### config.mk
export PLATFORM = sky130hd
export DESIGN_NAME = pbc_port_ctrl
export DESIGN_NICKNAME = d
export VERILOG_FILES = /design/src/pbc_pkg.sv /design/src/pbc_port_ctrl.sv /design/src/pbc_reset_ctrl.sv /design/src/pbc_mii_path.sv
export SDC_FILE = /design/constraint.sdc
export NUM_CORES = 1
export LEC_CHECK = 0
export ABC_CLOCK_PERIOD_IN_PS = 2500
export BUFFER_PORTS_ARGS = -buffer_cell sky130_fd_sc_hd__buf_2
export CAP_MARGIN = 20
export CORE_MARGIN = 5
export CORE_UTILIZATION = 49
export DETAILED_ROUTE_END_ITERATION = 12
export PLACE_DENSITY = 0.79
export SKIP_CTS_REPAIR_TIMING = 1
export SYNTH_ARGS = -nofsm -noshare
export SYNTH_HDL_FRONTEND = slang
export SYNTH_SLANG_ARGS = --single-unit
### constraint.sdc
create_clock -name clk_i -period 2.5 [get_ports clk_i]
set_input_delay 0.25 -clock clk_i [delete_from_list [all_inputs] [get_ports clk_i]]
set_output_delay 0.25 -clock clk_i [all_outputs]
set_load 0.05 [all_outputs]
### src/pbc_pkg.sv
// Shared constants and types for the port control block
package pbc_pkg;
   // Register addresses on the management bus
   localparam logic [4:0] REG_BASIC_MODE_CONTROL = 5'h00;
   localparam logic [4:0] REG_PORT_CONFIG = 5'h10;
   localparam logic [4:0] REG_GLOBAL_CTRL = 5'h1F;

   // Field positions of basic_mode_control
   localparam int BMC_RESET = 15;
   localparam int BMC_LOOPBACK = 14;
   localparam int BMC_SPEED_LSB = 13;
   localparam int BMC_AN_ENABLE = 12;
   localparam int BMC_POWER_DOWN = 11;
   localparam int BMC_ISOLATE = 10;
   localparam int BMC_AN_RESTART = 9;
   localparam int BMC_DUPLEX = 8;
   localparam int BMC_COL_TEST = 7;
   localparam int BMC_SPEED_MSB = 6;

   // Field positions of port_config_reg and global control
   localparam int PCFG_DEEP_PD = 7;
   localparam int PCFG_SLEEP_HI = 9;
   localparam int PCFG_SLEEP_LO = 8;
   localparam int GCTRL_RESET = 15;
   localparam int GCTRL_RESTART = 14;

   // Reset values and write masks
   localparam logic [15:0] BMC_RESET_VAL = 16'h0040;
   localparam logic [15:0] BMC_WR_MASK = 16'h7FC0;
   localparam logic [15:0] PCFG_RESET_VAL = 16'h0000;
   localparam logic [4:0] PHY_ADDR_RESET = 5'h00;

   // Sleep field encodings
   localparam logic [1:0] SLEEP_ACTIVE = 2'h2;
   localparam logic [1:0] SLEEP_PASSIVE = 2'h3;

   // Management frame fields
   localparam logic [4:0] PREAMBLE_LAST = 5'h1F;
   localparam logic [1:0] OP_READ = 2'h2;
   localparam logic [1:0] OP_WRITE = 2'h1;

   // Timing: clock period and internal sequence lengths
   localparam int CLK_PERIOD_NS = 50;
   localparam int SW_RESET_NS = 1000;
   localparam int GLOBAL_RESET_NS = 1000;
   localparam int RESTART_NS = 1000;
   localparam int SW_RESET_CYC = (SW_RESET_NS + CLK_PERIOD_NS - 1) / CLK_PERIOD_NS;
   localparam int GLOBAL_RESET_CYC = (GLOBAL_RESET_NS + CLK_PERIOD_NS - 1) / CLK_PERIOD_NS;
   localparam int RESTART_CYC = (RESTART_NS + CLK_PERIOD_NS - 1) / CLK_PERIOD_NS;

   // Index of each internal reset sequence
   localparam int SEQ_SW = 0;
   localparam int SEQ_GLOBAL = 1;
   localparam int SEQ_RESTART = 2;

   // Strap bundle
   typedef struct packed {
      logic [4:0] addr;
      logic an_enable;
      logic duplex;
   } pbc_strap_t;

   // One direction of the MAC data interface
   typedef struct packed {
      logic en;
      logic er;
      logic [7:0] data;
   } pbc_mii_t;
endpackage

### src/pbc_port_ctrl.sv
// Management registers, resets and power modes of the port
//
// Behaviour
// - Port address latched from straps at reset
// - Unstrapped address comes up as zero
// - Hardware reset restores defaults, resamples straps
// - Control bit 15 resets standard registers, restraps
// - Reset bit reads one until done
// - Global reset restores all register defaults, keeps straps
// - Global restart leaves registers untouched
// - Pin or bit 11 powers down port
// - Power-down pin sets bit, holds it
// - Power-down ends on reset or clear
// - Deep power-down also stops crystal pad
// - Sleep field 10 selects active sleep
// - Sleep field 11 stops link pulses
// - Loopback returns transmit data to receive
// - Bits 6,13 pick speed without negotiation
// - Negotiation enable strapped, overrides speed, duplex
// - Isolate cuts MAC path, management stays
// - Restart negotiation bit self-clears on start
// - Bit 8 picks duplex, strapped default
// - Collision test echoes transmit enable
// - Bits 5:0 ignore writes, read zero
`timescale 1ns/1ps
module pbc_port_ctrl (
   input wire logic clk_i,
   input wire logic ce_i,
   input wire logic rst_i,
   input wire logic hw_reset_n_i,
   input wire logic power_down_input_n_i,
   input wire logic [4:0] station_address_straps_i,
   input wire logic strap_narrow_i,
   input wire logic strap_an_enable_i,
   input wire logic strap_duplex_i,
   input wire logic mdc_i,
   input wire logic mdio_i,
   output logic mdio_o,
   output logic mdio_oe_o,
   input wire logic link_partner_i,
   input wire logic an_started_i,
   input wire logic [1:0] an_speed_i,
   input wire logic an_duplex_i,
   input wire pbc_pkg::pbc_mii_t mac_tx_i,
   input wire pbc_pkg::pbc_mii_t line_rx_i,
   input wire logic line_col_i,
   output pbc_pkg::pbc_mii_t mac_rx_o,
   output pbc_pkg::pbc_mii_t line_tx_o,
   output logic col_o,
   output logic [4:0] port_address_o,
   output logic power_down_o,
   output logic crystal_pad_off_o,
   output logic sleep_o,
   output logic nlp_tx_en_o,
   output logic [1:0] speed_o,
   output logic duplex_o,
   output logic an_enable_o,
   output logic an_restart_o,
   output logic circuit_restart_o
);
   typedef enum logic [2:0] {S_PRE, S_ST, S_OP, S_ADDR, S_TA, S_DATA} pbc_mdio_state_t;

   // Register selected by a frame address
   function automatic logic hits(input logic [4:0] a, input logic [4:0] off);
      hits = (a == off);
   endfunction

   pbc_pkg::pbc_strap_t straps_in;
   pbc_pkg::pbc_strap_t straps_q;
   logic [2:0] req;
   logic [2:0] busy;
   logic dev_rst;
   logic [15:0] bmc_reg;
   logic [15:0] bmc_next;
   logic [15:0] bmc_default;
   logic [15:0] pcfg_reg;
   logic [15:0] rd_data;
   logic mdc_reg;
   logic mdc_rise;
   pbc_mdio_state_t state_reg;
   logic [4:0] cnt_reg;
   logic [1:0] op_reg;
   logic [9:0] addr_reg;
   logic [15:0] sh_reg;
   logic match_reg;
   logic wr_stb;
   logic [4:0] wr_addr;
   logic [15:0] wr_data;
   logic wr_bmc;
   logic wr_gctrl;
   logic pd;

   // Narrow package drives only four address straps
   always_comb begin
      straps_in.addr = strap_narrow_i ? {1'b0, station_address_straps_i[3:0]} : station_address_straps_i;
      straps_in.an_enable = strap_an_enable_i;
      straps_in.duplex = strap_duplex_i;
   end

   pbc_reset_ctrl u_reset (
      .clk_i(clk_i),
      .ce_i(ce_i),
      .rst_i(rst_i),
      .hw_reset_n_i(hw_reset_n_i),
      .req_i(req),
      .straps_i(straps_in),
      .straps_o(straps_q),
      .busy_o(busy),
      .dev_rst_o(dev_rst)
   );

   pbc_mii_path u_path (
      .clk_i(clk_i),
      .ce_i(ce_i),
      .rst_i(dev_rst),
      .loopback_i(bmc_reg[pbc_pkg::BMC_LOOPBACK]),
      .isolate_i(bmc_reg[pbc_pkg::BMC_ISOLATE]),
      .col_test_i(bmc_reg[pbc_pkg::BMC_COL_TEST]),
      .mac_tx_i(mac_tx_i),
      .line_rx_i(line_rx_i),
      .line_col_i(line_col_i),
      .mac_rx_o(mac_rx_o),
      .line_tx_o(line_tx_o),
      .col_o(col_o)
   );

   // Clock edge detect on the management clock pin
   always_ff @(posedge clk_i) begin
      if (ce_i) begin
         if (dev_rst) begin
            mdc_reg <= 1'b0;
         end else begin
            mdc_reg <= mdc_i;
         end
      end
   end
   assign mdc_rise = mdc_i & ~mdc_reg;

   // Management frame receiver and read shifter
   always_ff @(posedge clk_i) begin
      if (ce_i) begin
         wr_stb <= 1'b0;
         if (dev_rst) begin
            state_reg <= S_PRE;
            cnt_reg <= 5'h00;
            op_reg <= 2'h0;
            addr_reg <= 10'h000;
            sh_reg <= 16'h0000;
            match_reg <= 1'b0;
            mdio_o <= 1'b0;
            mdio_oe_o <= 1'b0;
            wr_addr <= 5'h00;
            wr_data <= 16'h0000;
         end else if (mdc_rise) begin
            case (state_reg)
               S_PRE: begin
                  if (!mdio_i && cnt_reg == pbc_pkg::PREAMBLE_LAST) begin
                     state_reg <= S_ST;
                  end else if (mdio_i && cnt_reg != pbc_pkg::PREAMBLE_LAST) begin
                     cnt_reg <= cnt_reg + 5'h01;
                  end else if (!mdio_i) begin
                     cnt_reg <= 5'h00;
                  end
               end
               S_ST: begin
                  cnt_reg <= 5'h00;
                  state_reg <= mdio_i ? S_OP : S_PRE;
               end
               S_OP: begin
                  op_reg <= {op_reg[0], mdio_i};
                  cnt_reg <= cnt_reg + 5'h01;
                  if (cnt_reg == 5'h01) begin
                     cnt_reg <= 5'h00;
                     state_reg <= S_ADDR;
                  end
               end
               S_ADDR: begin
                  addr_reg <= {addr_reg[8:0], mdio_i};
                  cnt_reg <= cnt_reg + 5'h01;
                  if (cnt_reg == 5'h09) begin
                     cnt_reg <= 5'h00;
                     match_reg <= (addr_reg[8:4] == straps_q.addr);
                     state_reg <= S_TA;
                  end
               end
               S_TA: begin
                  cnt_reg <= cnt_reg + 5'h01;
                  if (cnt_reg == 5'h00) begin
                     if (match_reg && op_reg == pbc_pkg::OP_READ) begin
                        mdio_oe_o <= 1'b1;
                        mdio_o <= 1'b0;
                     end
                  end else begin
                     mdio_o <= rd_data[15];
                     sh_reg <= {rd_data[14:0], 1'b0};
                     cnt_reg <= 5'h00;
                     state_reg <= S_DATA;
                  end
               end
               S_DATA: begin
                  cnt_reg <= cnt_reg + 5'h01;
                  mdio_o <= sh_reg[15];
                  sh_reg <= {sh_reg[14:0], mdio_i};
                  if (cnt_reg == 5'h0F) begin
                     mdio_oe_o <= 1'b0;
                     mdio_o <= 1'b0;
                     cnt_reg <= 5'h00;
                     state_reg <= S_PRE;
                     if (match_reg && op_reg == pbc_pkg::OP_WRITE) begin
                        wr_stb <= 1'b1;
                        wr_addr <= addr_reg[4:0];
                        wr_data <= {sh_reg[14:0], mdio_i};
                     end
                  end
               end
               default: begin
                  state_reg <= S_PRE;
               end
            endcase
         end
      end
   end

   // Register write decode and reset requests
   assign wr_bmc = wr_stb && hits(wr_addr, pbc_pkg::REG_BASIC_MODE_CONTROL);
   assign wr_gctrl = wr_stb && hits(wr_addr, pbc_pkg::REG_GLOBAL_CTRL);
   assign req[pbc_pkg::SEQ_SW] = wr_bmc && wr_data[pbc_pkg::BMC_RESET];
   assign req[pbc_pkg::SEQ_GLOBAL] = wr_gctrl && wr_data[pbc_pkg::GCTRL_RESET];
   assign req[pbc_pkg::SEQ_RESTART] = wr_gctrl && wr_data[pbc_pkg::GCTRL_RESTART];

   // Default control word with strapped negotiation and duplex
   always_comb begin
      bmc_default = pbc_pkg::BMC_RESET_VAL;
      bmc_default[pbc_pkg::BMC_AN_ENABLE] = straps_q.an_enable;
      bmc_default[pbc_pkg::BMC_DUPLEX] = straps_q.duplex;
   end

   // Next control word: self-clear, write, reset, pin override
   always_comb begin
      bmc_next = bmc_reg;
      if (an_started_i) begin
         bmc_next[pbc_pkg::BMC_AN_RESTART] = 1'b0;
      end
      if (wr_bmc) begin
         bmc_next = wr_data & pbc_pkg::BMC_WR_MASK;
         bmc_next[pbc_pkg::BMC_AN_RESTART] = wr_data[pbc_pkg::BMC_AN_RESTART] & bmc_reg[pbc_pkg::BMC_AN_ENABLE];
      end
      if (dev_rst || busy[pbc_pkg::SEQ_SW] || busy[pbc_pkg::SEQ_GLOBAL]) begin
         bmc_next = bmc_default;
      end
      if (!power_down_input_n_i) begin
         bmc_next[pbc_pkg::BMC_POWER_DOWN] = 1'b1;
      end
   end

   // Control word storage
   always_ff @(posedge clk_i) begin
      if (ce_i) begin
         bmc_reg <= bmc_next;
      end
   end

   // Port configuration, cleared only by device or global reset
   always_ff @(posedge clk_i) begin
      if (ce_i) begin
         if (dev_rst || busy[pbc_pkg::SEQ_GLOBAL]) begin
            pcfg_reg <= pbc_pkg::PCFG_RESET_VAL;
         end else if (wr_stb && hits(wr_addr, pbc_pkg::REG_PORT_CONFIG)) begin
            pcfg_reg <= wr_data;
         end
      end
   end

   // Read data selection
   always_comb begin
      rd_data = 16'h0000;
      if (hits(addr_reg[4:0], pbc_pkg::REG_BASIC_MODE_CONTROL)) begin
         rd_data = bmc_reg & pbc_pkg::BMC_WR_MASK;
         rd_data[pbc_pkg::BMC_AN_RESTART] = bmc_reg[pbc_pkg::BMC_AN_RESTART];
         rd_data[pbc_pkg::BMC_RESET] = busy[pbc_pkg::SEQ_SW];
      end else if (hits(addr_reg[4:0], pbc_pkg::REG_PORT_CONFIG)) begin
         rd_data = pcfg_reg;
      end else if (hits(addr_reg[4:0], pbc_pkg::REG_GLOBAL_CTRL)) begin
         rd_data[pbc_pkg::GCTRL_RESET] = busy[pbc_pkg::SEQ_GLOBAL];
         rd_data[pbc_pkg::GCTRL_RESTART] = busy[pbc_pkg::SEQ_RESTART];
      end
   end

   assign pd = bmc_reg[pbc_pkg::BMC_POWER_DOWN] | ~power_down_input_n_i;

   // Power and sleep outputs
   always_ff @(posedge clk_i) begin
      if (ce_i) begin
         if (dev_rst) begin
            power_down_o <= 1'b0;
            crystal_pad_off_o <= 1'b0;
            sleep_o <= 1'b0;
            nlp_tx_en_o <= 1'b0;
         end else begin
            power_down_o <= pd;
            crystal_pad_off_o <= pd && pcfg_reg[pbc_pkg::PCFG_DEEP_PD];
            sleep_o <= !pd && pcfg_reg[pbc_pkg::PCFG_SLEEP_HI] && !link_partner_i;
            nlp_tx_en_o <= !pd && !(pcfg_reg[pbc_pkg::PCFG_SLEEP_HI:pbc_pkg::PCFG_SLEEP_LO] == pbc_pkg::SLEEP_PASSIVE
                                    && !link_partner_i);
         end
      end
   end

   // Speed, duplex and negotiation outputs
   always_ff @(posedge clk_i) begin
      if (ce_i) begin
         if (dev_rst) begin
            speed_o <= 2'h0;
            duplex_o <= 1'b0;
            an_enable_o <= 1'b0;
            an_restart_o <= 1'b0;
         end else begin
            an_enable_o <= bmc_reg[pbc_pkg::BMC_AN_ENABLE];
            an_restart_o <= wr_bmc && wr_data[pbc_pkg::BMC_AN_RESTART] && bmc_reg[pbc_pkg::BMC_AN_ENABLE];
            if (bmc_reg[pbc_pkg::BMC_AN_ENABLE]) begin
               speed_o <= an_speed_i;
               duplex_o <= an_duplex_i;
            end else begin
               speed_o <= {bmc_reg[pbc_pkg::BMC_SPEED_MSB], bmc_reg[pbc_pkg::BMC_SPEED_LSB]};
               duplex_o <= bmc_reg[pbc_pkg::BMC_DUPLEX];
            end
         end
      end
   end

   // Address and circuit restart outputs
   always_ff @(posedge clk_i) begin
      if (ce_i) begin
         if (rst_i) begin
            port_address_o <= pbc_pkg::PHY_ADDR_RESET;
            circuit_restart_o <= 1'b1;
         end else begin
            port_address_o <= straps_q.addr;
            circuit_restart_o <= dev_rst || busy[pbc_pkg::SEQ_GLOBAL] || busy[pbc_pkg::SEQ_RESTART];
         end
      end
   end
endmodule

### src/pbc_reset_ctrl.sv
// Reset sequencing and strap latching
`timescale 1ns/1ps
module pbc_reset_ctrl (
   input wire logic clk_i,
   input wire logic ce_i,
   input wire logic rst_i,
   input wire logic hw_reset_n_i,
   input wire logic [2:0] req_i,
   input wire pbc_pkg::pbc_strap_t straps_i,
   output pbc_pkg::pbc_strap_t straps_o,
   output logic [2:0] busy_o,
   output logic dev_rst_o
);
   // Sequence length for each kind of reset
   function automatic logic [7:0] span(input int k);
      case (k)
         pbc_pkg::SEQ_SW: span = 8'(pbc_pkg::SW_RESET_CYC);
         pbc_pkg::SEQ_GLOBAL: span = 8'(pbc_pkg::GLOBAL_RESET_CYC);
         default: span = 8'(pbc_pkg::RESTART_CYC);
      endcase
   endfunction

   pbc_pkg::pbc_strap_t straps_reg;

   // Power-on reset or the reset pin both reset the whole device
   assign dev_rst_o = rst_i | ~hw_reset_n_i;

   // One down-counter per reset kind
   genvar g;
   generate
      for (g = 0; g < 3; g++) begin : g_seq
         logic [7:0] cnt_reg;
         always_ff @(posedge clk_i) begin
            if (ce_i) begin
               if (dev_rst_o) begin
                  cnt_reg <= 8'h00;
               end else if (cnt_reg != 8'h00) begin
                  cnt_reg <= cnt_reg - 8'h01;
               end else if (req_i[g]) begin
                  cnt_reg <= span(g);
               end
            end
         end
         assign busy_o[g] = (cnt_reg != 8'h00);
      end
   endgenerate

   // Straps re-sampled on device or software reset, kept on global reset
   always_ff @(posedge clk_i) begin
      if (ce_i) begin
         if (dev_rst_o) begin
            straps_reg <= straps_i;
         end else if (req_i[pbc_pkg::SEQ_SW] && !busy_o[pbc_pkg::SEQ_SW]) begin
            straps_reg <= straps_i;
         end
      end
   end

   assign straps_o = straps_reg;
endmodule

### src/pbc_mii_path.sv
// MAC-side data path: loopback, isolate and collision test
`timescale 1ns/1ps
module pbc_mii_path (
   input wire logic clk_i,
   input wire logic ce_i,
   input wire logic rst_i,
   input wire logic loopback_i,
   input wire logic isolate_i,
   input wire logic col_test_i,
   input wire pbc_pkg::pbc_mii_t mac_tx_i,
   input wire pbc_pkg::pbc_mii_t line_rx_i,
   input wire logic line_col_i,
   output pbc_pkg::pbc_mii_t mac_rx_o,
   output pbc_pkg::pbc_mii_t line_tx_o,
   output logic col_o
);
   // Receive towards the MAC
   always_ff @(posedge clk_i) begin
      if (ce_i) begin
         if (rst_i || isolate_i) begin
            mac_rx_o <= '0;
         end else if (loopback_i) begin
            mac_rx_o <= mac_tx_i;
         end else begin
            mac_rx_o <= line_rx_i;
         end
      end
   end

   // Transmit towards the line, quiet in loopback or isolate
   always_ff @(posedge clk_i) begin
      if (ce_i) begin
         if (rst_i || isolate_i || loopback_i) begin
            line_tx_o <= '0;
         end else begin
            line_tx_o <= mac_tx_i;
         end
      end
   end

   // Collision follows transmit enable one cycle later in test mode
   always_ff @(posedge clk_i) begin
      if (ce_i) begin
         if (rst_i || isolate_i) begin
            col_o <= 1'b0;
         end else if (col_test_i) begin
            col_o <= mac_tx_i.en;
         end else begin
            col_o <= line_col_i;
         end
      end
   end
endmodule

* Yosys cells after proc, flatten, opt, wreduce, memory -nomap -nowiden
Index checks and enable logic that the tools add are counted.
** Storage, ports and cells
- Input port bits :: 41
- Output and inout port bits :: 38
- Flip-flop bits (word level) :: 153
- Logic and storage cells :: 220
** Operators by class
- Mux-type cells :: 67
- Add/sub/neg operators :: 4
- Bitwise logic cells :: 10
- Eq/ne operators :: 29
- Reduce and logical (&&, ||, !) cells :: 70
** Operator list (count)
- $mux W16 :: 8
- $mux W5 :: 13
- $mux W8 :: 6
- $pmux W16 S2 :: 1
- $pmux W5 S6 :: 1
- $eq A5 B5 Y1 const B :: 5
- $ne A3 B3 Y1 const B :: 8
- $reduce_bool A8 Y1 :: 3
- $sub A8 B1 Y8 const B :: 3
- $reduce_bool A2 Y1 :: 10
- $logic_and A1 B1 Y1 :: 18
- $mux W3 :: 6
- $mux W9 :: 2
- $pmux W3 S6 :: 1
- $reduce_and A2 Y1 :: 8
- $logic_not A5 Y1 :: 3
- $mux W1 :: 15
- $mux W15 :: 1
- $reduce_bool A3 Y1 :: 5
- $mux W14 :: 1
- $mux W7 :: 2
- $mux W13 :: 1
- $mux W2 :: 6
- $reduce_and A4 Y1 :: 3
- other kinds (26) :: 50

* Logic depth before layout (Yosys ltp)
Gate-level depths: netlist (run 1).
- Depth in word-level cells :: 7
- Depth in mapped cells :: 7
- Gate-level depth less buffers :: 7

* Cells and area by module
From an unflattened synthesis (run 1), not the netlist that was laid out.
** Unflattened totals
- Cells, all modules :: 552
- Area, all modules :: 7148.1 µm²
** By module, submodules not included
- pbc_port_ctrl :: area an instance 4615.7 µm², cells an instance 353, instances 1
- pbc_reset_ctrl :: area an instance 1642.8 µm², cells an instance 142, instances 1
- pbc_mii_path :: area an instance 889.6 µm², cells an instance 57, instances 1

* Worst setup path before layout (run 1)
No wires, ideal clock.
- Path type :: flip-flop to flip-flop
- From :: register cnt_reg[0]
- To :: register wr_addr[0] (enable)
- Cell stages (with the launch flop) :: 7
- Setup time :: 406 ps
- Slack :: -251 ps
- Data required time :: 2094 ps
- Arrival time :: 2345 ps
- Path buffers :: 0
- Path through :: edfxtp_1 > ha_1 > and3_1 > ha_1 > and4b_1 > nand3_1 > a21oi_1
** On the way
- Cells in the longest elaborated chain, start to end :: 3
** RTL lines
- from (decl) :: RTL line pbc_port_ctrl.sv:81 : logic [4:0] cnt_reg;
- from (signal assigned) :: RTL line pbc_port_ctrl.sv:160 : cnt_reg <= cnt_reg + 5'h01;
- from (signal assigned) :: RTL line pbc_port_ctrl.sv:171 : cnt_reg <= cnt_reg + 5'h01;
- from (signal assigned) :: RTL line pbc_port_ctrl.sv:179 : cnt_reg <= cnt_reg + 5'h01;
- $eq A5 B4 Y1 :: RTL line pbc_port_ctrl.sv:204 : if (cnt_reg == 5'h0F) begin
- $reduce_bool A2 Y1 (no source line)
- $reduce_and A5 Y1 (no source line)
- to (signal assigned) :: RTL line pbc_port_ctrl.sv:211 : wr_addr <= addr_reg[4:0];
- to (decl) :: RTL line pbc_port_ctrl.sv:87 : logic [4:0] wr_addr;
No other way between the ends.
A chain may end at the register's enable or synchronous reset.

* Worst setup path in the final report (run 1)
- From :: register cnt_reg[0]
- To :: register state_reg[2] (enable)
** On the way
- Cells in the longest elaborated chain, start to end :: 4
- Elaborated cells between the ends (all ways) :: 12
- Those cells by class :: eq/ne (9); reduce/logical (3)
** RTL lines
- $eq A5 B5 Y1 :: RTL line pbc_port_ctrl.sv:157 : if (!mdio_i && cnt_reg == pbc_pkg::PREAMBLE_LAST) begin
- $logic_and A1 B1 Y1 :: RTL line pbc_port_ctrl.sv:157
- $ne A3 B3 Y1 (no source line)
- $reduce_and A7 Y1 (no source line) *
- to (signal assigned) :: RTL line pbc_port_ctrl.sv:167 : state_reg <= mdio_i ? S_OP : S_PRE;
- to (decl) :: RTL line pbc_port_ctrl.sv:80 : pbc_mdio_state_t state_reg;
Mark *: on every way between the ends. The rest lies on a longest branch, timed or not.

==> results.py, run 1 <==
metrics = {
    "logic_synthesis": {
        "synthMostInstantiatedCell": "sky130_fd_sc_hd__edfxtp_1",
        "synth-edff-count": 153,
        "dominantRegCellSynth": "sky130_fd_sc_hd__edfxtp_1",
        "postSynthCellCount": 529,
        "synthesis.nets": 583,
        "yosys_warnings": 0,
        "postSynth.asyncResetShare_pct": 0,
        "yosys.area.top_type_share_pct": 66.1,
        "synth_area_leader_cell": "sky130_fd_sc_hd__edfxtp_1",
        "synth.yosys.seq_area_share_pct": 66.1,
        "post_synthesis_sequential_element_count": 153,
        "synth.lib_cells_used.distinct": 55,
        "synth_top_cells_by_count": "153 x sky130_fd_sc_hd__edfxtp_1, 60 x sky130_fd_sc_hd__and2_1, 55 x sky130_fd_sc_hd__nor2_1",
        "synth.top_cells.by_area": "sky130_fd_sc_hd__edfxtp_1 66%, sky130_fd_sc_hd__and2_1 5.4%, sky130_fd_sc_hd__nor2_1 3.0%",
        "syn_area_mm2": 0.00695,
        "post_synth.cell_area_avg_um2": 13.1,
    },
    "sta": {
        "finalWorstSetupSlack_ps": 239,
        "min_period_over_period_pct": 90.4,
        "max_slew_margin_pct": 40.1,
        "timing.hold.ws_ps": -1.70,
        "final_count_of_pins_violating_max_slew": 0,
        "clock-skew-final_ps": 7.56,
        "grt_setup_unrepaired": "no",
        "fin_tns_setup_ps": 0,
        "max_slew.worst_pin.slew_ps": 898,
        "finalHoldViolations": 1,
        "timing.fmax_mhz": 442,
        "period_minus_slack_ps": 2260,
        "setup-violations-final": 0,
    },
    "clock_network": {
        "cts_sink_cnt": 153,
        "htree_levels": 4,
        "clock_tree.buffer_depth": 2,
        "clk_pin_slew_worst_paths_ps": 60,
        "clock-root-buffer": "sky130_fd_sc_hd__clkbuf_16",
        "clk_latency_ps": 420,
        "tritoncts.num_buffers": 17,
        "cts_tree": "done",
    },
    "setup_path": {
        "worstSetupEndpointType": "flip-flop",
        "worst_ep_required_time_ps": 2560,
        "critPathLaunchType": "flip-flop",
        "worst_path_largest_cell_delay_ps": 530,
        "critPathMaxFanout": 5,
        "critical_path.n_buffers_inverters": 0,
        "timing.critical_path.max_delay_family": "compound AO/OA/AOI/OAI gates",
        "timing.critical_path.mode_cell": "sky130_fd_sc_hd__ha_1",
        "worstPathCellList": "ha_1, and3_1, ha_1, a211oi_1, a21o_1, a2111oi_2",
        "timing.setup.critical_path_class": "flip-flop to flip-flop",
        "cpMaxStageDelayCell": "sky130_fd_sc_hd__a2111oi_2",
        "worstPathArrival_ps": 2320,
    },
    "drt": {
        "via_per_inst": 5.50,
        "dr.first_iter.drc_count": 359,
        "routed_wire_length_per_instance_um": 17.3,
        "vias": 4491,
        "drt.antenna.violating_nets": 0,
        "dr.pass1.iters": 5,
        "drt-total-wl_mm": 14.2,
        "post-route-drc-count": 0,
    },
    "placement": {
        "placement.setup.worst_slack_ps": 253,
        "place_inst": 779,
        "place.gp.congestion": 0.860,
        "numPortBuffers": 78,
        "detailed_place_hpwl_mm": 9.99,
    },
    "pwr": {
        "vdd_ir_drop_max_mv": 0.509,
        "power.density_cell_area_mw_per_mm2": 756,
        "power_leakage_nw": 3.13,
    },
    "run_status": {
        "outcome": "finished with violations",
        "failed_checks": "hold timing",
    },
    "layout": {
        "finish.cell_count_without_fillers": 816,
        "final_nets": 677,
        "final_util_pct": 59.2,
        "drive_gt1_share_pct": 21.5,
        "area.growth.synth_to_final_pct": 18.2,
        "largest_register_ffs": 24,
        "antenna_cells_inserted": 0,
    },
    "grt": {
        "first_global_vias": 4615,
        "grt_remaining_overflow": 0,
        "grt_first_pass_wirelength_mm": 23.1,
        "global_route.usage.total_pct": 17.9,
        "pin_count_of_the_biggest_net_entering_global_routing": 42,
        "grt_antenna_before_repair": 0,
    },
    "die": {
        "ios": 79,
        "starting_utilization_of_the_core_area_pct": 50.0,
        "rows": 43,
        "fp.dieArea_mm2": 0.0167,
        "floorplan.die.height_um": 129,
        "core_mm2": 0.0139,
        "die_width_um": 129,
    },
    "min_path": {
        "holdCritPathClass": "primary input to flip-flop",
    },
    "run": {
        "cap_violations": 0,
    },
}
-- logic make-up after synthesis --
logic type | synth area share [%]
fa+ha+maj | 2.34
xor+xnor | 2.90
buf+inv | 2.45
mux | 2.18
compound gates | 7.22
flops | 66.1
simple gates | 16.8
-- report_power, final --
group          switching [mW]  internal (mW)
Clock                   0.977           1.67
Sequential             0.0914           2.98
Combinational           0.335          0.167
-- placed cells by master (no fill, tap or decap), drive strengths merged, types with 2 or more instances in the layout --
| master | n |
|---|---|
| a31oi | 2 |
| nor4 | 7 |
| and3 | 7 |
| a21oi | 19 |
| nand3 | 10 |
| a21o | 6 |
| o31a | 2 |
| bufinv | 4 |
| mux2i | 14 |
| a211oi | 2 |
| a22o | 7 |
| clkinvlp | 3 |
| and2 | 60 |
| clkbuf | 21 |
| inv | 16 |
| nand4 | 2 |
| nor2 | 55 |
| nand2 | 31 |
| or4 | 2 |
| nand3b | 3 |
| nor3b | 2 |
| xnor2 | 13 |
| nor3 | 9 |
| xor2 | 10 |
| o21ai | 14 |
| edfxtp | 153 |
| ha | 13 |
| o31ai | 5 |
| or3 | 2 |
| a22oi | 8 |
| clkinv | 5 |
| nor2b | 10 |
| and4 | 3 |
| dlygate4sd3 | 3 |
| buf | 93 |
| nand2b | 5 |
| a21boi | 4 |
-- layer usage --
metal  up-vias  GRT usage, %  routed length [µm]
li1       2123             -                   -
met1      2190          22.4                5850
met2       146          29.8                7080
met3        32          4.45                 884
met4         0          7.66                 340
met5         -             0                   0
-- cell type report --
type                    count  area (µm²)
fillers                  1041        5670
inverters                  16        60.1
clock inverters            12         175
clock buffers              20         437
multi-input cells         338        2190
flip-flops and latches    153        4590
repair buffers             97         536
well taps                 180         225
-- path summary, 6_finish.rpt --
path	start	end	slack (ps)	depth (start not counted)
max	cnt_reg[0]	state_reg[2]	240	6
min	strap_duplex_i	u_reset.straps_o[0]	-2	1
max reg2reg	cnt_reg[0]	state_reg[2]	240	6
min reg2reg	u_reset.straps_o[0]	bmc_reg[8]	520	1
-- per-stage QoR --
stage	hold WS, ps	area (µm²)	total power [mW]
after global placement	428	7560	3.59
after detailed placement	429	7560	3.62
after CTS	-14.1	8170	6.25
after global routing	2.15	8210	6.42
final	-1.70	8210	6.21
after floorplan	349	6950	3.44
-- worst register-to-register path, delay by kind of cell (launching register included) --
kind | cells | cell delay [ps]
AO/OA/AOI/OAI | 3 | 800
adder cells (fa/ha/maj) | 2 | 450
flip-flops | 1 | 420
AND/OR/NAND/NOR | 1 | 250
Note: power is estimated with default switching activity, not from simulation.
==> inputs of run 2 (changes only) <==
--- a/config.mk
+++ b/config.mk
@@ -8,11 +8,14 @@
 export ABC_CLOCK_PERIOD_IN_PS = 2500
 export BUFFER_PORTS_ARGS = -buffer_cell sky130_fd_sc_hd__buf_2
 export CAP_MARGIN = 20
+export CELL_PAD_IN_SITES_DETAIL_PLACEMENT = 0
+export CELL_PAD_IN_SITES_GLOBAL_PLACEMENT = 2
 export CORE_MARGIN = 5
-export CORE_UTILIZATION = 49
+export CORE_UTILIZATION = 37
 export DETAILED_ROUTE_END_ITERATION = 12
-export PLACE_DENSITY = 0.79
+export PLACE_DENSITY = 0.84
 export SKIP_CTS_REPAIR_TIMING = 1
+export SLEW_MARGIN = 20
 export SYNTH_ARGS = -nofsm -noshare
 export SYNTH_HDL_FRONTEND = slang
 export SYNTH_SLANG_ARGS = --single-unit
==> run 2 against run 1 <==
Against the previous run: the flow now finishes without violations; highest routed layer unchanged; critical path depth is the same; power increased by 0.94%; via count shrank 2.3%.
==> results.py, run 2 (synthesis results as in run 1) <==
metrics = {
    "placement": {
        "place.gp.congestion": 0.799,
        "numPortBuffers": 78,
        "detailed_place_hpwl_mm": 10.3,
    },
    "sta": {
        "max_slew.worst_pin.slew_ps": 891,
        "clock-skew-final_ps": 6.75,
        "timing.fmax_mhz": 439,
        "min_period_over_period_pct": 91.2,
        "finalHoldViolations": 0,
        "fin_tns_setup_ps": 0,
        "setup-violations-final": 0,
        "period_minus_slack_ps": 2280,
        "grt_setup_unrepaired": "no",
        "final_count_of_pins_violating_max_slew": 0,
        "max_slew_margin_pct": 40.6,
    },
    "die": {
        "rows": 50,
        "floorplan.die.height_um": 147,
        "starting_utilization_of_the_core_area_pct": 37.4,
        "die_width_um": 147,
        "ios": 79,
        "core_mm2": 0.0186,
        "fp.dieArea_mm2": 0.0216,
    },
    "pwr": {
        "power_leakage_nw": 3.14,
        "sequentialPowerShare_pct": 48.9,
        "p_switching_mw": 1.45,
        "power_frac_comb_pct": 8.1,
        "power.density_cell_area_mw_per_mm2": 754,
        "vdd_ir_drop_max_mv": 0.506,
        "swShare_pct": 23.1,
        "power_report.internal_total_mw": 4.82,
        "pwr-share-clk_pct": 43.1,
    },
    "layout": {
        "area.growth.synth_to_final_pct": 19.8,
        "final_util_pct": 44.8,
        "mostFrequentLayoutCells": "153 x sky130_fd_sc_hd__edfxtp_1, 78 x sky130_fd_sc_hd__buf_2, 60 x sky130_fd_sc_hd__and2_1",
        "largest_register_ffs": 24,
        "antenna_cells_inserted": 0,
        "drive_gt1_share_pct": 21.8,
        "layout_commonest_cell": "sky130_fd_sc_hd__edfxtp_1",
        "final_nets": 678,
    },
    "setup_path": {
        "worst_ep_required_time_ps": 2560,
        "critPathLaunchType": "flip-flop",
        "worstSetupEndpointType": "flip-flop",
        "r2r-end": "state_reg[1]",
        "critPathMaxFanout": 5,
        "worst_reg2reg_setup_slack_ps": 220,
        "timing.setup.critical_path_class": "flip-flop to flip-flop",
        "timing.reg2reg.worst_path_depth": 6,
        "r2r_start": "cnt_reg[0]",
        "worstPathArrival_ps": 2340,
    },
    "clock_network": {
        "clock-root-buffer": "sky130_fd_sc_hd__clkbuf_16",
        "clock_tree.buffer_depth": 2,
        "cts_tree": "done",
        "clk_latency_ps": 410,
        "clk_pin_slew_worst_paths_ps": 60,
        "tritoncts.num_buffers": 17,
        "htree_levels": 4,
        "cts_sink_cnt": 153,
    },
    "drt": {
        "vias": 4386,
        "drt-total-wl_mm": 14.5,
        "routed_wire_length_per_instance_um": 16.6,
        "dr.pass1.iters": 4,
        "drt.antenna.violating_nets": 0,
        "via_per_inst": 5.04,
        "post-route-drc-count": 0,
        "dr.first_iter.drc_count": 307,
    },
    "run": {
        "cap_violations": 0,
    },
    "grt": {
        "grt_remaining_overflow": 0,
        "grt_first_pass_wirelength_mm": 23.5,
        "pin_count_of_the_biggest_net_entering_global_routing": 42,
        "global_route.usage.total_pct": 13.6,
        "first_global_vias": 4471,
        "grt_antenna_before_repair": 0,
    },
    "min_path": {
        "timing.hold.worst_path_depth": 1,
        "worst_hold_startpoint": "strap_duplex_i",
        "hold_end": "u_reset.straps_o[0]",
        "holdCritPathClass": "primary input to flip-flop",
    },
    "run_status": {
        "outcome": "completed",
    },
}
run 2: through the flow:
| stage | std cells | hold slack, ps | area [µm²] | total power, mW | worst slack, ps |
|---|---|---|---|---|---|
| after floorplan | 529 | 349 | 6950 | 3.44 | 196 |
| after CTS | 867 | -12.8 | 8280 | 6.32 | 206 |
| final | 871 | 20.8 | 8320 | 6.27 | 220 |
| after detailed placement | 835 | 429 | 7660 | 3.62 | 176 |
| after global placement | 835 | 428 | 7660 | 3.61 | 339 |
| after global routing | 871 | 4.41 | 8320 | 6.50 | 53.1 |
run 2: power groups by stage:
stage | logic, mW | clock network (mW) | registers, mW
2_1_floorplan | 0.241 | 0 | 3.20
3_3_place_gp | 0.496 | 0 | 3.11
3_5_place_dp | 0.505 | 0 | 3.12
4_1_cts | 0.508 | 2.74 | 3.07
5_1_grt | 0.556 | 2.86 | 3.08
6_report | 0.506 | 2.70 | 3.06
run 2: how the worst max path moves through the flow:
stage,start,endpoint,slack (ps)
floorplan,cnt_reg[0],wr_addr[0],200
global placement,cnt_reg[0],state_reg[2],340
detailed placement,cnt_reg[0],state_reg[1],180
CTS,cnt_reg[0],state_reg[1],210
global route,cnt_reg[0],state_reg[1],50
finish,cnt_reg[0],state_reg[1],220
run 2: cell type report:
class / instances / area [µm²]
fill: 1683 / 10300
sequential: 153 / 4590
multi-input combinational: 338 / 2190
timing repair buffer: 98 / 563
clock buffer: 18 / 429
tap: 234 / 293
clock inverter: 14 / 196
inverter: 16 / 60.1
run 2: worst max-delay path, stage by stage, from the launching register on:
cell and delay [ps]:
sky130_fd_sc_hd__edfxtp_1 430, sky130_fd_sc_hd__ha_1 200, sky130_fd_sc_hd__and3_1 240, sky130_fd_sc_hd__ha_1 230, sky130_fd_sc_hd__a211oi_1 90, sky130_fd_sc_hd__a21o_1 180
sky130_fd_sc_hd__a2111oi_2 540
run 2: per-layer routing:
metal | vias up | wire (µm) | global-route usage (%)
met2 | 91 | 7050 | 22.9
met3 | 18 | 727 | 3.52
li1 | 2119 | - | -
met1 | 2158 | 6420 | 17.2
met5 | - | 0 | 0
met4 | 0 | 269 | 4.75
